[src/rtl/afm_pkg.sv]
// afm_pkg: constants for the graphics-port frame, pipe and sideband bus signal block
// assumes: single 200 MHz clock, active-low bus encodings
package afm_pkg;
  localparam int unsigned AD_W   = 32;
  localparam int unsigned CBE_W  = 4;
  localparam int unsigned ST_W   = 3;

  // operating modes of the port
  typedef enum logic [2:0] {
    AFM_MODE_FRAME = 3'h1,
    AFM_MODE_PIPE  = 3'h2,
    AFM_MODE_SBA   = 3'h4
  } afm_mode_t;

  // frame-based commands (pci encoding)
  localparam logic [3:0] CMD_MEM_RD  = 4'h6;
  localparam logic [3:0] CMD_MEM_WR  = 4'h7;
  // pipelined commands use their own encoding
  localparam logic [3:0] PCMD_RD     = 4'h0;
  localparam logic [3:0] PCMD_WR     = 4'h4;

  // status bus codes sent with grant
  localparam logic [2:0] ST_RD_DATA  = 3'h0;
  localparam logic [2:0] ST_WR_DATA  = 3'h2;
  localparam logic [2:0] ST_MASTER   = 3'h7;

  localparam logic [AD_W-1:0] MEM_BASE_DEF  = 32'h0000_0000;
  localparam logic [AD_W-1:0] MEM_LIMIT_DEF = 32'h0FFF_FFFF;
endpackage

[src/rtl/afm_parity.sv]
// afm_parity: even parity over address/data and command/byte-enable lines
// assumes: inputs are the values actually on the bus in the covered phase
`timescale 1ns/10ps
module afm_parity
  import afm_pkg::*;
(
  input  wire logic [AD_W-1:0]  ad,   // address/data value
  input  wire logic [CBE_W-1:0] cbe,  // command/byte-enable value
  output logic                  par   // parity bit
);
  assign par = ^{ad, cbe};
endmodule

[src/rtl/afm_bus.sv]
// afm_bus: device end of the graphics-port frame, pipe and sideband signals
// assumes: frame, ready and stop handshakes handled by a neighbour block
`timescale 1ns/10ps
import afm_pkg::*;

// What this block does
// - as frame target, claim accesses whose address falls in decoded memory range.
// - as initiator, read target_claim_n as whether any agent claimed the access.
// - target_claim_n means nothing and is ignored in pipe and sideband modes.
// - grant goes out with a status code telling how the bus is used next.
// - ad carries address and data in frame/pipe modes, only data in sideband.
// - frame mode: command in address phase, byte enables in data phases.
// - pipelined enqueue carries commands with their own distinct encoding.
// - cmd_byte_en_n lines are unused in sideband mode.
// - as frame initiator, drive parity on write address/data, read address only.
// - as frame target, drive parity on each data phase of a memory read.
// - parity is even over 32 ad lines and 4 cmd_byte_en_n lines.
// - bus_parity is unused in pipe and sideband modes.
// - no lock, system error or parity error signals on this port.
// - pci transactions on this port follow pci 2.1 signalling.
// - as frame target, capture command and address on first frame-low edge.
module afm_bus
  import afm_pkg::*;
(
  input  wire logic             clk,             // 200 MHz clock
  input  wire logic             rst,             // async reset, high
  input  wire afm_mode_t        mode,            // current port mode
  input  wire logic [AD_W-1:0]  mem_base,        // decoded range base
  input  wire logic [AD_W-1:0]  mem_limit,       // decoded range limit
  input  wire logic             frame_n,         // frame from bus
  input  wire logic             irdy_n,          // initiator ready from bus
  input  wire logic             trdy_n,          // target ready (from bus or neighbour)
  input  wire logic             req_n,           // request from master
  input  wire logic             grant_req,       // core wants to grant bus
  input  wire logic [ST_W-1:0]  grant_st,        // status code for grant
  input  wire logic             tgt_data_phase,  // neighbour drives read data now
  input  wire logic             ini_addr_phase,  // own initiator address phase
  input  wire logic             ini_data_phase,  // own initiator data phase
  input  wire logic             ini_write,       // own initiator cycle is a write
  input  wire logic [AD_W-1:0]  ini_ad,          // own address/data to drive
  input  wire logic [CBE_W-1:0] ini_cbe_n,       // own command or byte enables
  input  wire logic [AD_W-1:0]  tgt_rdata,       // read data for target cycles
  input  wire logic [AD_W-1:0]  ad_in,           // ad pins in
  input  wire logic [CBE_W-1:0] cmd_byte_en_n_in, // cbe pins in
  input  wire logic             target_claim_n_in, // claim pin in
  output logic [AD_W-1:0]       ad_out,          // ad pins out
  output logic                  ad_oe,           // ad output enable
  output logic [CBE_W-1:0]      cmd_byte_en_n_out, // cbe pins out
  output logic                  cmd_byte_en_n_oe, // cbe output enable
  output logic                  target_claim_n_out, // claim pin out
  output logic                  target_claim_n_oe, // claim output enable
  output logic                  bus_parity_out,  // parity pin out
  output logic                  bus_parity_oe,   // parity output enable
  output logic                  gnt_n,           // grant to master
  output logic [ST_W-1:0]       st,              // status bus
  output logic                  master_req,      // registered master request
  output logic                  ini_claimed,     // some agent claimed own access
  output logic                  tgt_hit,         // current target cycle is ours
  output logic [AD_W-1:0]       tgt_addr,        // captured target address
  output logic [CBE_W-1:0]      tgt_cmd,         // captured target command
  output logic [CBE_W-1:0]      tgt_be_n         // latest target byte enables
);
  logic frame_mode;
  logic frame_d_r;
  logic first_frame;
  logic par_calc;
  logic par_due_r;
  logic [AD_W-1:0]  par_ad_r;
  logic [CBE_W-1:0] par_cbe;
  logic [AD_W-1:0]  drv_ad_nxt;
  logic [CBE_W-1:0] drv_cbe_nxt;
  logic drv_ad_en;
  logic drv_cbe_en;
  logic par_en;
  logic in_range;

  assign frame_mode  = (mode == AFM_MODE_FRAME);
  assign first_frame = frame_mode && !frame_n && frame_d_r;
  assign in_range    = (ad_in >= mem_base) && (ad_in <= mem_limit);
  // cbe as it stands on the pins during the covered phase, ours or the master's
  assign par_cbe     = cmd_byte_en_n_oe ? cmd_byte_en_n_out : cmd_byte_en_n_in;

  ////////////////////////////////////////////////////////////////////////////
  // target address phase capture and decode
  always_ff @(posedge clk or posedge rst) begin
    if (rst) begin
      frame_d_r <= 1'b1;
    end else begin
      frame_d_r <= frame_n;
    end
  end

  always_ff @(posedge clk or posedge rst) begin
    if (rst) begin
      tgt_addr <= '0;
      tgt_cmd  <= '0;
      tgt_hit  <= 1'b0;
    end else if (first_frame && !ini_addr_phase) begin
      tgt_addr <= ad_in;
      tgt_cmd  <= cmd_byte_en_n_in;
      tgt_hit  <= in_range;
    end else if (frame_n && irdy_n) begin
      tgt_hit  <= 1'b0;
    end
  end

  always_ff @(posedge clk or posedge rst) begin
    if (rst) begin
      tgt_be_n <= '1;
    end else if (frame_mode && tgt_hit && !irdy_n) begin
      tgt_be_n <= cmd_byte_en_n_in;
    end
  end

  // claim driven only in frame mode; released one clock after the cycle ends
  always_ff @(posedge clk or posedge rst) begin
    if (rst) begin
      target_claim_n_out <= 1'b1;
      target_claim_n_oe  <= 1'b0;
    end else if (!frame_mode) begin
      target_claim_n_out <= 1'b1;
      target_claim_n_oe  <= 1'b0;
    end else if (first_frame && !ini_addr_phase && in_range) begin
      target_claim_n_out <= 1'b0;
      target_claim_n_oe  <= 1'b1;
    end else if (tgt_hit && frame_n && !trdy_n) begin
      target_claim_n_out <= 1'b1;
      target_claim_n_oe  <= 1'b1;
    end else if (!tgt_hit) begin
      target_claim_n_out <= 1'b1;
      target_claim_n_oe  <= 1'b0;
    end
  end

  ////////////////////////////////////////////////////////////////////////////
  // initiator side: claim sensing
  always_ff @(posedge clk or posedge rst) begin
    if (rst) begin
      ini_claimed <= 1'b0;
    end else if (!frame_mode || ini_addr_phase) begin
      ini_claimed <= 1'b0;
    end else if (!target_claim_n_in) begin
      ini_claimed <= 1'b1;
    end
  end

  ////////////////////////////////////////////////////////////////////////////
  // arbitration: request in, grant with status out
  always_ff @(posedge clk or posedge rst) begin
    if (rst) begin
      master_req <= 1'b0;
      gnt_n      <= 1'b1;
      st         <= ST_MASTER;
    end else begin
      master_req <= !req_n && (mode != AFM_MODE_SBA);
      gnt_n      <= !grant_req;
      st         <= grant_req ? grant_st : ST_MASTER;
    end
  end

  ////////////////////////////////////////////////////////////////////////////
  // ad and cbe drive
  always_comb begin
    drv_ad_en   = 1'b0;
    drv_cbe_en  = 1'b0;
    drv_ad_nxt  = ini_ad;
    drv_cbe_nxt = ini_cbe_n;
    par_en      = 1'b0;
    if (frame_mode && (ini_addr_phase || (ini_data_phase && ini_write))) begin
      drv_ad_en  = 1'b1;
      drv_cbe_en = 1'b1;
      par_en     = 1'b1;
    end else if (frame_mode && ini_data_phase) begin
      drv_cbe_en = 1'b1;
    end else if (frame_mode && tgt_hit && tgt_data_phase && tgt_cmd == CMD_MEM_RD) begin
      drv_ad_en  = 1'b1;
      drv_ad_nxt = tgt_rdata;
      par_en     = 1'b1;
    end else if (mode == AFM_MODE_PIPE && ini_addr_phase) begin
      drv_ad_en  = 1'b1;
      drv_cbe_en = 1'b1;
    end else if (mode != AFM_MODE_FRAME && ini_data_phase && ini_write) begin
      drv_ad_en  = 1'b1;
    end
  end

  always_ff @(posedge clk or posedge rst) begin
    if (rst) begin
      ad_out            <= '0;
      ad_oe             <= 1'b0;
      cmd_byte_en_n_out <= '1;
      cmd_byte_en_n_oe  <= 1'b0;
    end else begin
      ad_out            <= drv_ad_nxt;
      ad_oe             <= drv_ad_en;
      cmd_byte_en_n_out <= drv_cbe_nxt;
      cmd_byte_en_n_oe  <= drv_cbe_en && (mode != AFM_MODE_SBA);
    end
  end

  ////////////////////////////////////////////////////////////////////////////
  // parity: covers the phase driven one clock earlier
  always_ff @(posedge clk or posedge rst) begin
    if (rst) begin
      par_due_r <= 1'b0;
      par_ad_r  <= '0;
    end else begin
      par_due_r <= par_en && frame_mode;
      par_ad_r  <= drv_ad_nxt;
    end
  end

  afm_parity u_par (
    .ad  (par_ad_r),
    .cbe (par_cbe),
    .par (par_calc)
  );

  always_ff @(posedge clk or posedge rst) begin
    if (rst) begin
      bus_parity_out <= 1'b0;
      bus_parity_oe  <= 1'b0;
    end else begin
      bus_parity_out <= par_calc;
      bus_parity_oe  <= par_due_r && frame_mode;
    end
  end
  // no lock, system error or parity error pins exist on this port
endmodule

[config.mk]
export PLATFORM = sky130hd
export DESIGN_NAME = afm_bus
export DESIGN_NICKNAME = d
export VERILOG_FILES = /design/src/rtl/afm_pkg.sv /design/src/rtl/afm_parity.sv /design/src/rtl/afm_bus.sv
export SDC_FILE = /design/constraint.sdc
export NUM_CORES = 1
export LEC_CHECK = 0
export BUFFER_PORTS_ARGS = -buffer_cell sky130_fd_sc_hd__buf_2
export CORE_UTILIZATION = 46
export DETAILED_ROUTE_END_ITERATION = 10
export PLACE_DENSITY = 0.9
export RECOVER_POWER = 25
export SLEW_MARGIN = 10
export SYNTH_ARGS = -nofsm -noshare
export SYNTH_HDL_FRONTEND = slang
export SYNTH_SLANG_ARGS = --single-unit
[constraint.sdc]
create_clock -name clk -period 4.1 [get_ports clk]
set_clock_uncertainty 0.1 [all_clocks]
set_input_delay 0.82 -clock clk [delete_from_list [all_inputs] [get_ports clk]]
set_output_delay 0.82 -clock clk [all_outputs]
set_load 0.02 [all_outputs]
==> results of run 1 <==
## cells in the mapped netlist (2+ instances only)
cell / n
clkbuf_1: 4
a2111oi_0: 2
xnor2_1: 32
or4_1: 2
nand2b_1: 5
dfstp_2: 14
a221o_1: 2
nand4_1: 11
nor2b_1: 4
dfrtp_1: 77
nor4_1: 2
nand2_1: 20
o31a_1: 2
a21oi_1: 29
o211ai_1: 2
and4_1: 4
nor2_1: 11
a211oi_1: 4
xor2_1: 5
nand3_1: 7
mux2_2: 69
inv_1: 65
ha_1: 64
o21a_1: 2
mux2_1: 2
buf_2: 3
o21ai_0: 11
## stage by stage
stage               instances  utilization  instance area [um2]  total power, mW
floorplan                 470            -                 5280             1.48
global placement          881        0.620                 6840             1.74
detailed placement        881        0.620                 6840             1.77
CTS                       897        0.645                 7120             2.56
global route              897        0.645                 7110             2.66
finish                    897        0.645                 7110             2.53
## worst max-delay path, delay by kind of cell
family                 cells  cell delay (ns)
buffers and inverters      3             2.10
## flip-flops by register name, indices dropped and copies added (netlist names)
name                count
target_claim_n_out      1
ad_oe                   1
tgt_hit                 1
bus_parity_oe           1
st                      3
tgt_addr               32
cmd_byte_en_n_out       4
cmd_byte_en_n_oe        1
tgt_be_n                4
par_ad_r               32
tgt_cmd                 4
frame_d_r               1
master_req              1
ini_claimed             1
target_claim_n_oe       1
gnt_n                   1
bus_parity_out          1
par_due_r               1
## cell families after synthesis
logic type	count (synthesis)
XOR/XNOR	37
AO/OA/AOI/OAI	63
AND/OR/NAND/NOR	72
flip-flops	91
multiplexers	71
buffers and inverters	72
adder cells (fa/ha/maj)	64
## final cells by class
class                      instances  area (um2)
fill                             886        3920
multi-input combinational        307        2720
sequential                        91        2290
timing repair buffer             278        1390
clock buffer                      12         246
inverter                          65         245
tap                              140         175
clock inverter                     4        33.8
## power by group through the flow
stage | Sequential [mW] | Combinational (mW) | Clock (mW)
4_1_cts | 1.05 | 0.701 | 0.804
3_3_place_gp | 1.06 | 0.678 | 0
3_5_place_dp | 1.07 | 0.698 | 0
6_report | 1.05 | 0.694 | 0.784
2_1_floorplan | 1.19 | 0.294 | 0
5_1_grt | 1.07 | 0.759 | 0.839
## worst paths after layout
path	from	to	slack (ns)	cells past startpoint
worst max-delay path	rst	tgt_addr[24]	1.10	3
min in group asynchronous	rst	par_ad_r[3]	0.53	2
worst min register to register	par_due_r	bus_parity_oe	0.37	1
worst max register to register	tgt_cmd[0]	par_ad_r[3]	1.50	5
max in group clk	mode[1]	target_claim_n_oe	1.33	7
worst min-delay path	par_due_r	bus_parity_oe	0.37	1
## routing by layer
| metal | share of wire | up-vias | GRT usage |
|---|---|---|---|
| li1 | - | 2203 | - |
| met1 | 0.41 | 2215 | 0.284 |
| met2 | 0.52 | 137 | 0.420 |
| met3 | 0.052 | 23 | 0.0508 |
| met4 | 0.018 | 0 | 0.0714 |
| met5 | 0 | - | 0 |
==> qor.yml, run 1 <==
setup_violations: 0
tns_ns: 0
io_buffers: 274
async_flop_share: 1.00
synth-seq-cells: 91
p_sw_mw: 0.780
dr.pass1.iters: 4
synthXorXnorAreaFrac: 0.0613
synthTopCellsByArea: "dfrtp_1 (36%), ha_1 (15%), mux2_2 (15%)"
grt-ovfl-total: 0
htreeDepth: 3
p_clk_frac: 0.310
startpoint_type: "input pin"
p_leak_nw: 3.83
fin_crit_sh: 0.732
start_util: 0.479
drive_gt1_frac: 0.495
synthAdderAreaFrac: 0.152
synthCells: 470
grt_pass1_wl_mm: 21.6
max_freq_mhz: 333
cp-end-kind: "async pin"
cts_hold_buf: 0
insertion_delay_ns: 0.33
wire_per_inst_um: 15.9
antenna_found_initial: 0
drt_iter0_drc: 190
holdWs_ns: 0.365
ioPinCount: 275
final_nets: 1002
most-common-layout-cells: "buf_2 (271), dfrtp_1 (77), mux2_2 (69), inv_1 (64), ha_1 (64)"
pwr-share-comb: 0.274
drcViolationCount: 0
gp_congestion: 0.813
synth_area_mm2: 0.00528
cts_buffers: 9
p_sw_frac: 0.308
power_density_mw_per_mm2: 356
synth_top_area_share: 0.365
slew_violations: 37
synth_compound_area_frac: 0.0737
die_h_um: 109
critPathKind: "in2async"
synthMuxAreaShare: 0.151
p_int_mw: 1.75
diodes: 0
ys_seq_area_frac: 0.434
rows: 38
slowest_delay_ns: 1.45
synth_area_per_cell_um2: 11.2
maxCapViolations: 1
first_global_vias: 4638
synth.distinct_cells: 42
grt_usage: 0.236
synthFlopType: "dfrtp_1"
post-route-worst-setup-slack_ns: 1.10
rsz0062_at_grt: "no"
root_buffer: "clkbuf_16"
synth_edf_count: 0
status: "complete, but fails checks"
pre_cts_ws_ns: 0.945
power.share.sequential: 0.416
cts_sinks: 91
ctsResizeCount: 0
grt_max_degree: 41
post-dp-hpwl_mm: 11.9
vias: 4578
violations: "capacitance limit, slew limit"
ys_warn_count: 0
die-area_mm2: 0.0119
cp.arrival_ns: 2.95
areaGrowthSynthToFinish_pct: 34.6
routed_wl_mm: 14.3
yosys.area_share.simple: 0.0758
core-area_mm2: 0.0110
cts_buffer_depth: 2
die_width_um: 109
required_ns: 4.05
cts_tree: "yes"
clk_pin_slew_ns: 0.07
critPathSlowestCell: "clkbuf_1"
via_per_inst: 5.10
synth_area_leader_cell: "dfrtp_1"
worst-path-max-fanout: 36
worst_pin_slew_ns: 1.94
fin_crit_ns: 3.00
cts_setup_buffers: 0
final_common_cell: "buf_2"
synth_top_family_by_area: "adder cells"
path_cells: "buf_2 -> clkinvlp_2 -> clkbuf_1"
min_path_type: "reg2reg"
hold_viol: 0
peakVddDrop_uv: 329
max_slew_margin: -0.292
ant_nets: 0
synth.net_count: 720
No activity file was read; power rests on OpenSTA's default activity.
==> run 2, diff against run 1 <==
==> constraint.sdc (replaced) <==
create_clock -name clk -period 2.98 [get_ports clk]
set_clock_uncertainty 0.1 [all_clocks]
set_input_delay 0.596 -clock clk [delete_from_list [all_inputs] [get_ports clk]]
set_output_delay 0.596 -clock clk [all_outputs]
set_load 0.02 [all_outputs]
==> qor.yml, run 2 (same netlist as run 1, synthesis figures left out) <==
routed_wl_mm: 14.5
ff2ff_setup_slack_ns: 0.58
crit_path_start: "ad_in[27]"
cp-end-kind: "flop"
power_density_mw_per_mm2: 502
antenna_found_initial: 0
die_width_um: 109
cts_buffer_depth: 2
pre_cts_ws_ns: 0.154
first_global_vias: 4640
fin_crit_ns: 2.56
tns_ns: 0
worst_pin_slew_ns: 1.19
max_freq_mhz: 391
wire_per_inst_um: 16.2
r2r_cells: 5
htreeDepth: 3
grt_usage: 0.242
worst-path-stages: 8
fin_crit_sh: 0.858
dr.pass1.iters: 6
cp.arrival_ns: 2.73
core-area_mm2: 0.0110
cp_top_family: "compound AO/OA/AOI/OAI gates"
maxCapViolations: 0
startpoint_type: "input pin"
grt_pass1_wl_mm: 22.0
critPathSlowestCell: "o311ai_1"
grt_max_degree: 67
grt-ovfl-total: 0
rows: 38
drcViolationCount: 0
final_nets: 1002
min_from: "ini_cbe_n[2]"
root_buffer: "clkbuf_16"
ioPinCount: 275
path_cells: "buf_2 -> ha_1 -> a21oi_1 -> o21ai_0 -> a221oi_1 -> nor2_1 -> o311ai_1 -> o31a_1"
setup_violations: 0
p_leak_nw: 3.85
io_buffers: 274
critPathKind: "in2reg"
cts_hold_buf: 0
die-area_mm2: 0.0119
diodes: 0
rsz0062_at_grt: "no"
top_regs: "par_ad_r (32), tgt_addr (32)"
post-route-worst-setup-slack_ns: 0.422
hold_viol: 0
slowest_delay_ns: 0.62
die_h_um: 109
path_buf_inv: 1
cp-endpoint: "target_claim_n_out"
fin_util: 0.649
max_slew_margin: 0.203
vias: 4593
ant_nets: 0
start_util: 0.479
cts_tree: "yes"
slew_violations: 0
instances_no_fill: 897
final_common_cell: "buf_2"
r2r_start: "tgt_cmd[0]"
post-dp-hpwl_mm: 12.0
drive_gt1_frac: 0.499
gp_congestion: 0.824
cts_setup_buffers: 0
min_path_type: "in2reg"
worst-path-max-fanout: 3
r2r_end: "par_ad_r[3]"
required_ns: 3.16
clk_pin_slew_ns: 0.07
cts_buffers: 9
most-common-layout-cells: "buf_2 (271), dfrtp_1 (77), mux2_2 (69), inv_1 (64), ha_1 (64)"
drt_iter0_drc: 198
dp.cells: 881
insertion_delay_ns: 0.33
cts_sinks: 91
status: "completed"
ctsResizeCount: 0
via_per_inst: 5.12
peakVddDrop_uv: 340
areaGrowthSynthToFinish_pct: 35.4
==> run 2: cell types whose count changed in the layout (fill, tap and decap cells not counted) <==
cell / before / now
clkinv_4: 1 / 0
clkbuf_4: 0 / 1
bufinv_16: 0 / 1
buf_4: 3 / 2
inv_8: 0 / 2
clkbuf_8: 1 / 0
buf_12: 0 / 1
clkbuf_1: 6 / 3
clkinv_2: 0 / 1
==> run 2: through the flow <==
| step | power (mW) | cell area [um2] | hold WS [ns] |
|---|---|---|---|
| after global placement | 2.40 | 6870 | 0.335 |
| after detailed placement | 2.44 | 6870 | 0.354 |
| after floorplan | 2.04 | 5290 | 0.328 |
| final | 3.59 | 7150 | 0.256 |
| after CTS | 3.62 | 7170 | 0.242 |
| after global routing | 3.77 | 7150 | 0.246 |
==> run 2: layer usage <==
metal	share of wire	track usage
met2	0.51	0.416
met3	0.061	0.0610
met1	0.42	0.300
met5	0	0
met4	0.015	0.0647
==> run 2: worst min path at each step <==
stage	to	cells past startpoint
6_report	cmd_byte_en_n_out[2]	1
5_1_grt	cmd_byte_en_n_out[0]	1
4_1_cts	tgt_addr[6]	2
3_5_place_dp	bus_parity_oe	1
3_3_place_gp	bus_parity_oe	1
2_1_floorplan	bus_parity_oe	1
==> run 2: layout make-up <==
type                       instances  area [um2]
multi-input combinational        307        2720
sequential                        91        2290
clock buffer                       9         225
fill                             881        3880
clock inverter                     7        82.6
timing repair buffer             278        1410
inverter                          65         245
tap                              140         175
==> run 2: report_power, final <==
| part | total (mW) | switching (mW) | internal (mW) |
|---|---|---|---|
| clock | 1.18 | 0.515 | 0.667 |
| sequential | 1.45 | 0.0715 | 1.38 |
| combinational | 0.959 | 0.525 | 0.434 |
| total | 3.59 | 1.11 | 2.48 |
==> run 3, diff against run 2 <==
--- a/config.mk
+++ b/config.mk
@@ -5,11 +5,12 @@
 export SDC_FILE = /design/constraint.sdc
 export NUM_CORES = 1
 export LEC_CHECK = 0
+export ABC_AREA = 1
 export BUFFER_PORTS_ARGS = -buffer_cell sky130_fd_sc_hd__buf_2
-export CORE_UTILIZATION = 46
+export CORE_UTILIZATION = 47
 export DETAILED_ROUTE_END_ITERATION = 10
 export PLACE_DENSITY = 0.9
-export RECOVER_POWER = 25
+export RECOVER_POWER = 100
 export SLEW_MARGIN = 10
 export SYNTH_ARGS = -nofsm -noshare
 export SYNTH_HDL_FRONTEND = slang
==> qor.yml, run 3 <==
synth_compound_area_frac: 0.0584
cts_setup_buffers: 0
cp_top_family: "simple AND/OR/NAND/NOR gates"
vias: 4895
synthMuxAreaShare: 0.144
cts_sinks: 91
antenna_found_initial: 0
synthXorXnorAreaFrac: 0.0446
ys_seq_area_frac: 0.403
synth_area_leader_cell: "dfrtp_1"
synth.top_cells.by_count: "nand2_1 (118), inv_1 (98), dfrtp_1 (77), ha_1 (64), a21oi_1 (32)"
min_path_type: "in2reg"
critPathKind: "in2reg"
grt_max_degree: 92
top_regs: "par_ad_r (32), tgt_addr (32)"
grt_usage: 0.244
synth.net_count: 840
setup_violations: 0
start_util: 0.490
rsz0062_at_grt: "no"
cp.arrival_ns: 2.52
hold_viol: 0
first_global_vias: 4976
wire_per_inst_um: 14.6
synth_top_family_by_area: "multiplexers"
synthAdderAreaFrac: 0.141
async_flop_share: 1.00
ant_nets: 0
root_buffer: "clkbuf_16"
worst-path-max-fanout: 32
cts_tree: "yes"
grt-ovfl-total: 0
synth.distinct_cells: 35
ctsResizeCount: 0
most-common-layout-cells: "buf_2 (183), nand2_1 (119), inv_1 (98), clkbuf_1 (92), dfrtp_1 (77)"
synth_top_area_share: 0.338
clk_pin_slew_ns: 0.06
synthFlopType: "dfrtp_1"
ys_warn_count: 0
post-dp-hpwl_mm: 12.0
critPathSlowestCell: "nor3_1"
die_width_um: 112
p_sw_mw: 1.13
rows: 39
cp-end-kind: "flop"
areaGrowthSynthToFinish_pct: 27.2
ff2ff_setup_slack_ns: 0.88
synthTopCellsByArea: "dfrtp_1 (34%), ha_1 (14%), mux2_4 (7.9%)"
r2r_end: "par_ad_r[12]"
diodes: 0
synth_edf_count: 0
final_common_cell: "buf_2"
nFillCells: 1045
maxCapViolations: 0
ioPinCount: 275
insertion_delay_ns: 0.34
die_h_um: 112
fin_crit_ns: 2.40
worst_pin_slew_ns: 0.667
p_sw_frac: 0.326
grt_pass1_wl_mm: 23.7
synth-seq-cells: 91
fin_util: 0.624
synth_area_mm2: 0.00569
slowest_delay_ns: 0.58
p_clk_frac: 0.312
min_from: "ini_cbe_n[1]"
path_cells: "clkbuf_1 -> nor3_1 -> inv_2 -> nor2_1 -> nand3b_2 -> buf_12 -> mux2_1"
required_ns: 3.10
r2r_start: "tgt_cmd[0]"
tns_ns: 0
cts_hold_buf: 0
synth_area_per_cell_um2: 9.65
p_leak_nw: 3.96
holdWs_ns: 0.251
power_density_mw_per_mm2: 477
p_int_mw: 2.33
power.share.sequential: 0.421
dr.pass1.iters: 7
violations: "DRC"
holdPathStages: 1
die-area_mm2: 0.0126
routed_wl_mm: 14.8
holdPathEnd: "cmd_byte_en_n_out[1]"
htreeDepth: 3
max_freq_mhz: 417
startpoint_type: "input pin"
synthCells: 590
pwr-share-comb: 0.267
fin_crit_sh: 0.805
final_nets: 1119
max_slew_margin: 0.552
status: "complete, but fails checks"
drive_gt1_frac: 0.263
core-area_mm2: 0.0116
synth_most_common_cell: "nand2_1"
cts_buffers: 9
cts_buffer_depth: 2
slew_violations: 0
yosys.area_share.simple: 0.128
io_buffers: 274
drcViolationCount: 13
gp_congestion: 0.847
peakVddDrop_uv: 365
drt_iter0_drc: 199
path_buf_inv: 3
r2r_cells: 5
via_per_inst: 4.81
## run 3: cell types whose count changed after synthesis, moves of 5 or more
| cell | previous run | this run |
|---|---|---|
| nand2_1 | 20 | 118 |
| mux2_1 | 2 | 28 |
| mux2_4 | 0 | 30 |
| xnor2_1 | 32 | 22 |
| nand4_1 | 11 | 2 |
| nor2_1 | 11 | 29 |
| nand2b_1 | 5 | 0 |
| inv_1 | 65 | 98 |
| o21ai_0 | 11 | 19 |
| mux2_2 | 69 | 5 |
## run 3: cell families after synthesis
logic type | count (synthesis)
AND/OR/NAND/NOR | 174
buffers and inverters | 108
flip-flops | 91
adder cells (fa/ha/maj) | 64
multiplexers | 63
AO/OA/AOI/OAI | 61
XOR/XNOR | 29
## run 3: power groups by stage
stage	clock, mW	sequential [mW]	combinational [mW]
floorplan	0	1.64	0.418
global placement	0	1.46	0.943
detailed placement	0	1.47	0.979
CTS	1.12	1.45	0.987
global route	1.17	1.47	1.03
finish	1.08	1.46	0.922
## run 3: area by class of cell
| class | instances | area, um2 | area share |
|---|---|---|---|
| multi-input combinational | 391 | 2810 | 0.389 |
| sequential | 91 | 2290 | 0.317 |
| timing repair buffer | 276 | 1300 | 0.179 |
| inverter | 100 | 377 | 0.0520 |
| clock buffer | 11 | 243 | 0.0335 |
| tap | 143 | 179 | 0.0247 |
| clock inverter | 5 | 37.5 | 0.00518 |
## run 3: worst register-to-register path: cells and delay by family, from the launching register on
| family | cells | cell delay (ns) |
|---|---|---|
| and+or+nand+nor | 4 | 1.03 |
| DFF | 1 | 0.39 |
| muxes | 1 | 0.45 |
## run 3: how the worst max path moves through the flow
| stage | to | start | cells after the start | slack, ns |
|---|---|---|---|---|
| 2_1_floorplan | par_ad_r[10] | mode[1] | 8 | 1.05 |
| 5_1_grt | par_ad_r[12] | mode[1] | 8 | 0.38 |
| 6_report | tgt_addr[5] | mode[1] | 7 | 0.58 |
| 4_1_cts | par_ad_r[12] | tgt_cmd[0] | 5 | 0.82 |
| 3_5_place_dp | par_ad_r[12] | mode[1] | 8 | 0.56 |
| 3_3_place_gp | par_ad_r[12] | mode[1] | 8 | 0.65 |
## run 3: per-layer routing
layer / vias up / GRT usage / routed length (um)
met5: - / 0 / 0
met4: 0 / 0.100 / 418
met3: 31 / 0.0562 / 772
met2: 149 / 0.435 / 7650
met1: 2261 / 0.282 / 6000
li1: 2454 / - / -
## run 3: stage by stage
step           cells  area [um2]  total power [mW]  worst slack, ns
2_1_floorplan    590        5700              2.06             1.05
3_5_place_dp    1001        7200              2.45            0.565
4_1_cts         1017        7480              3.56            0.824
3_3_place_gp    1001        7200              2.41            0.650
6_report        1017        7240              3.46            0.580
5_1_grt         1017        7240              3.66            0.376
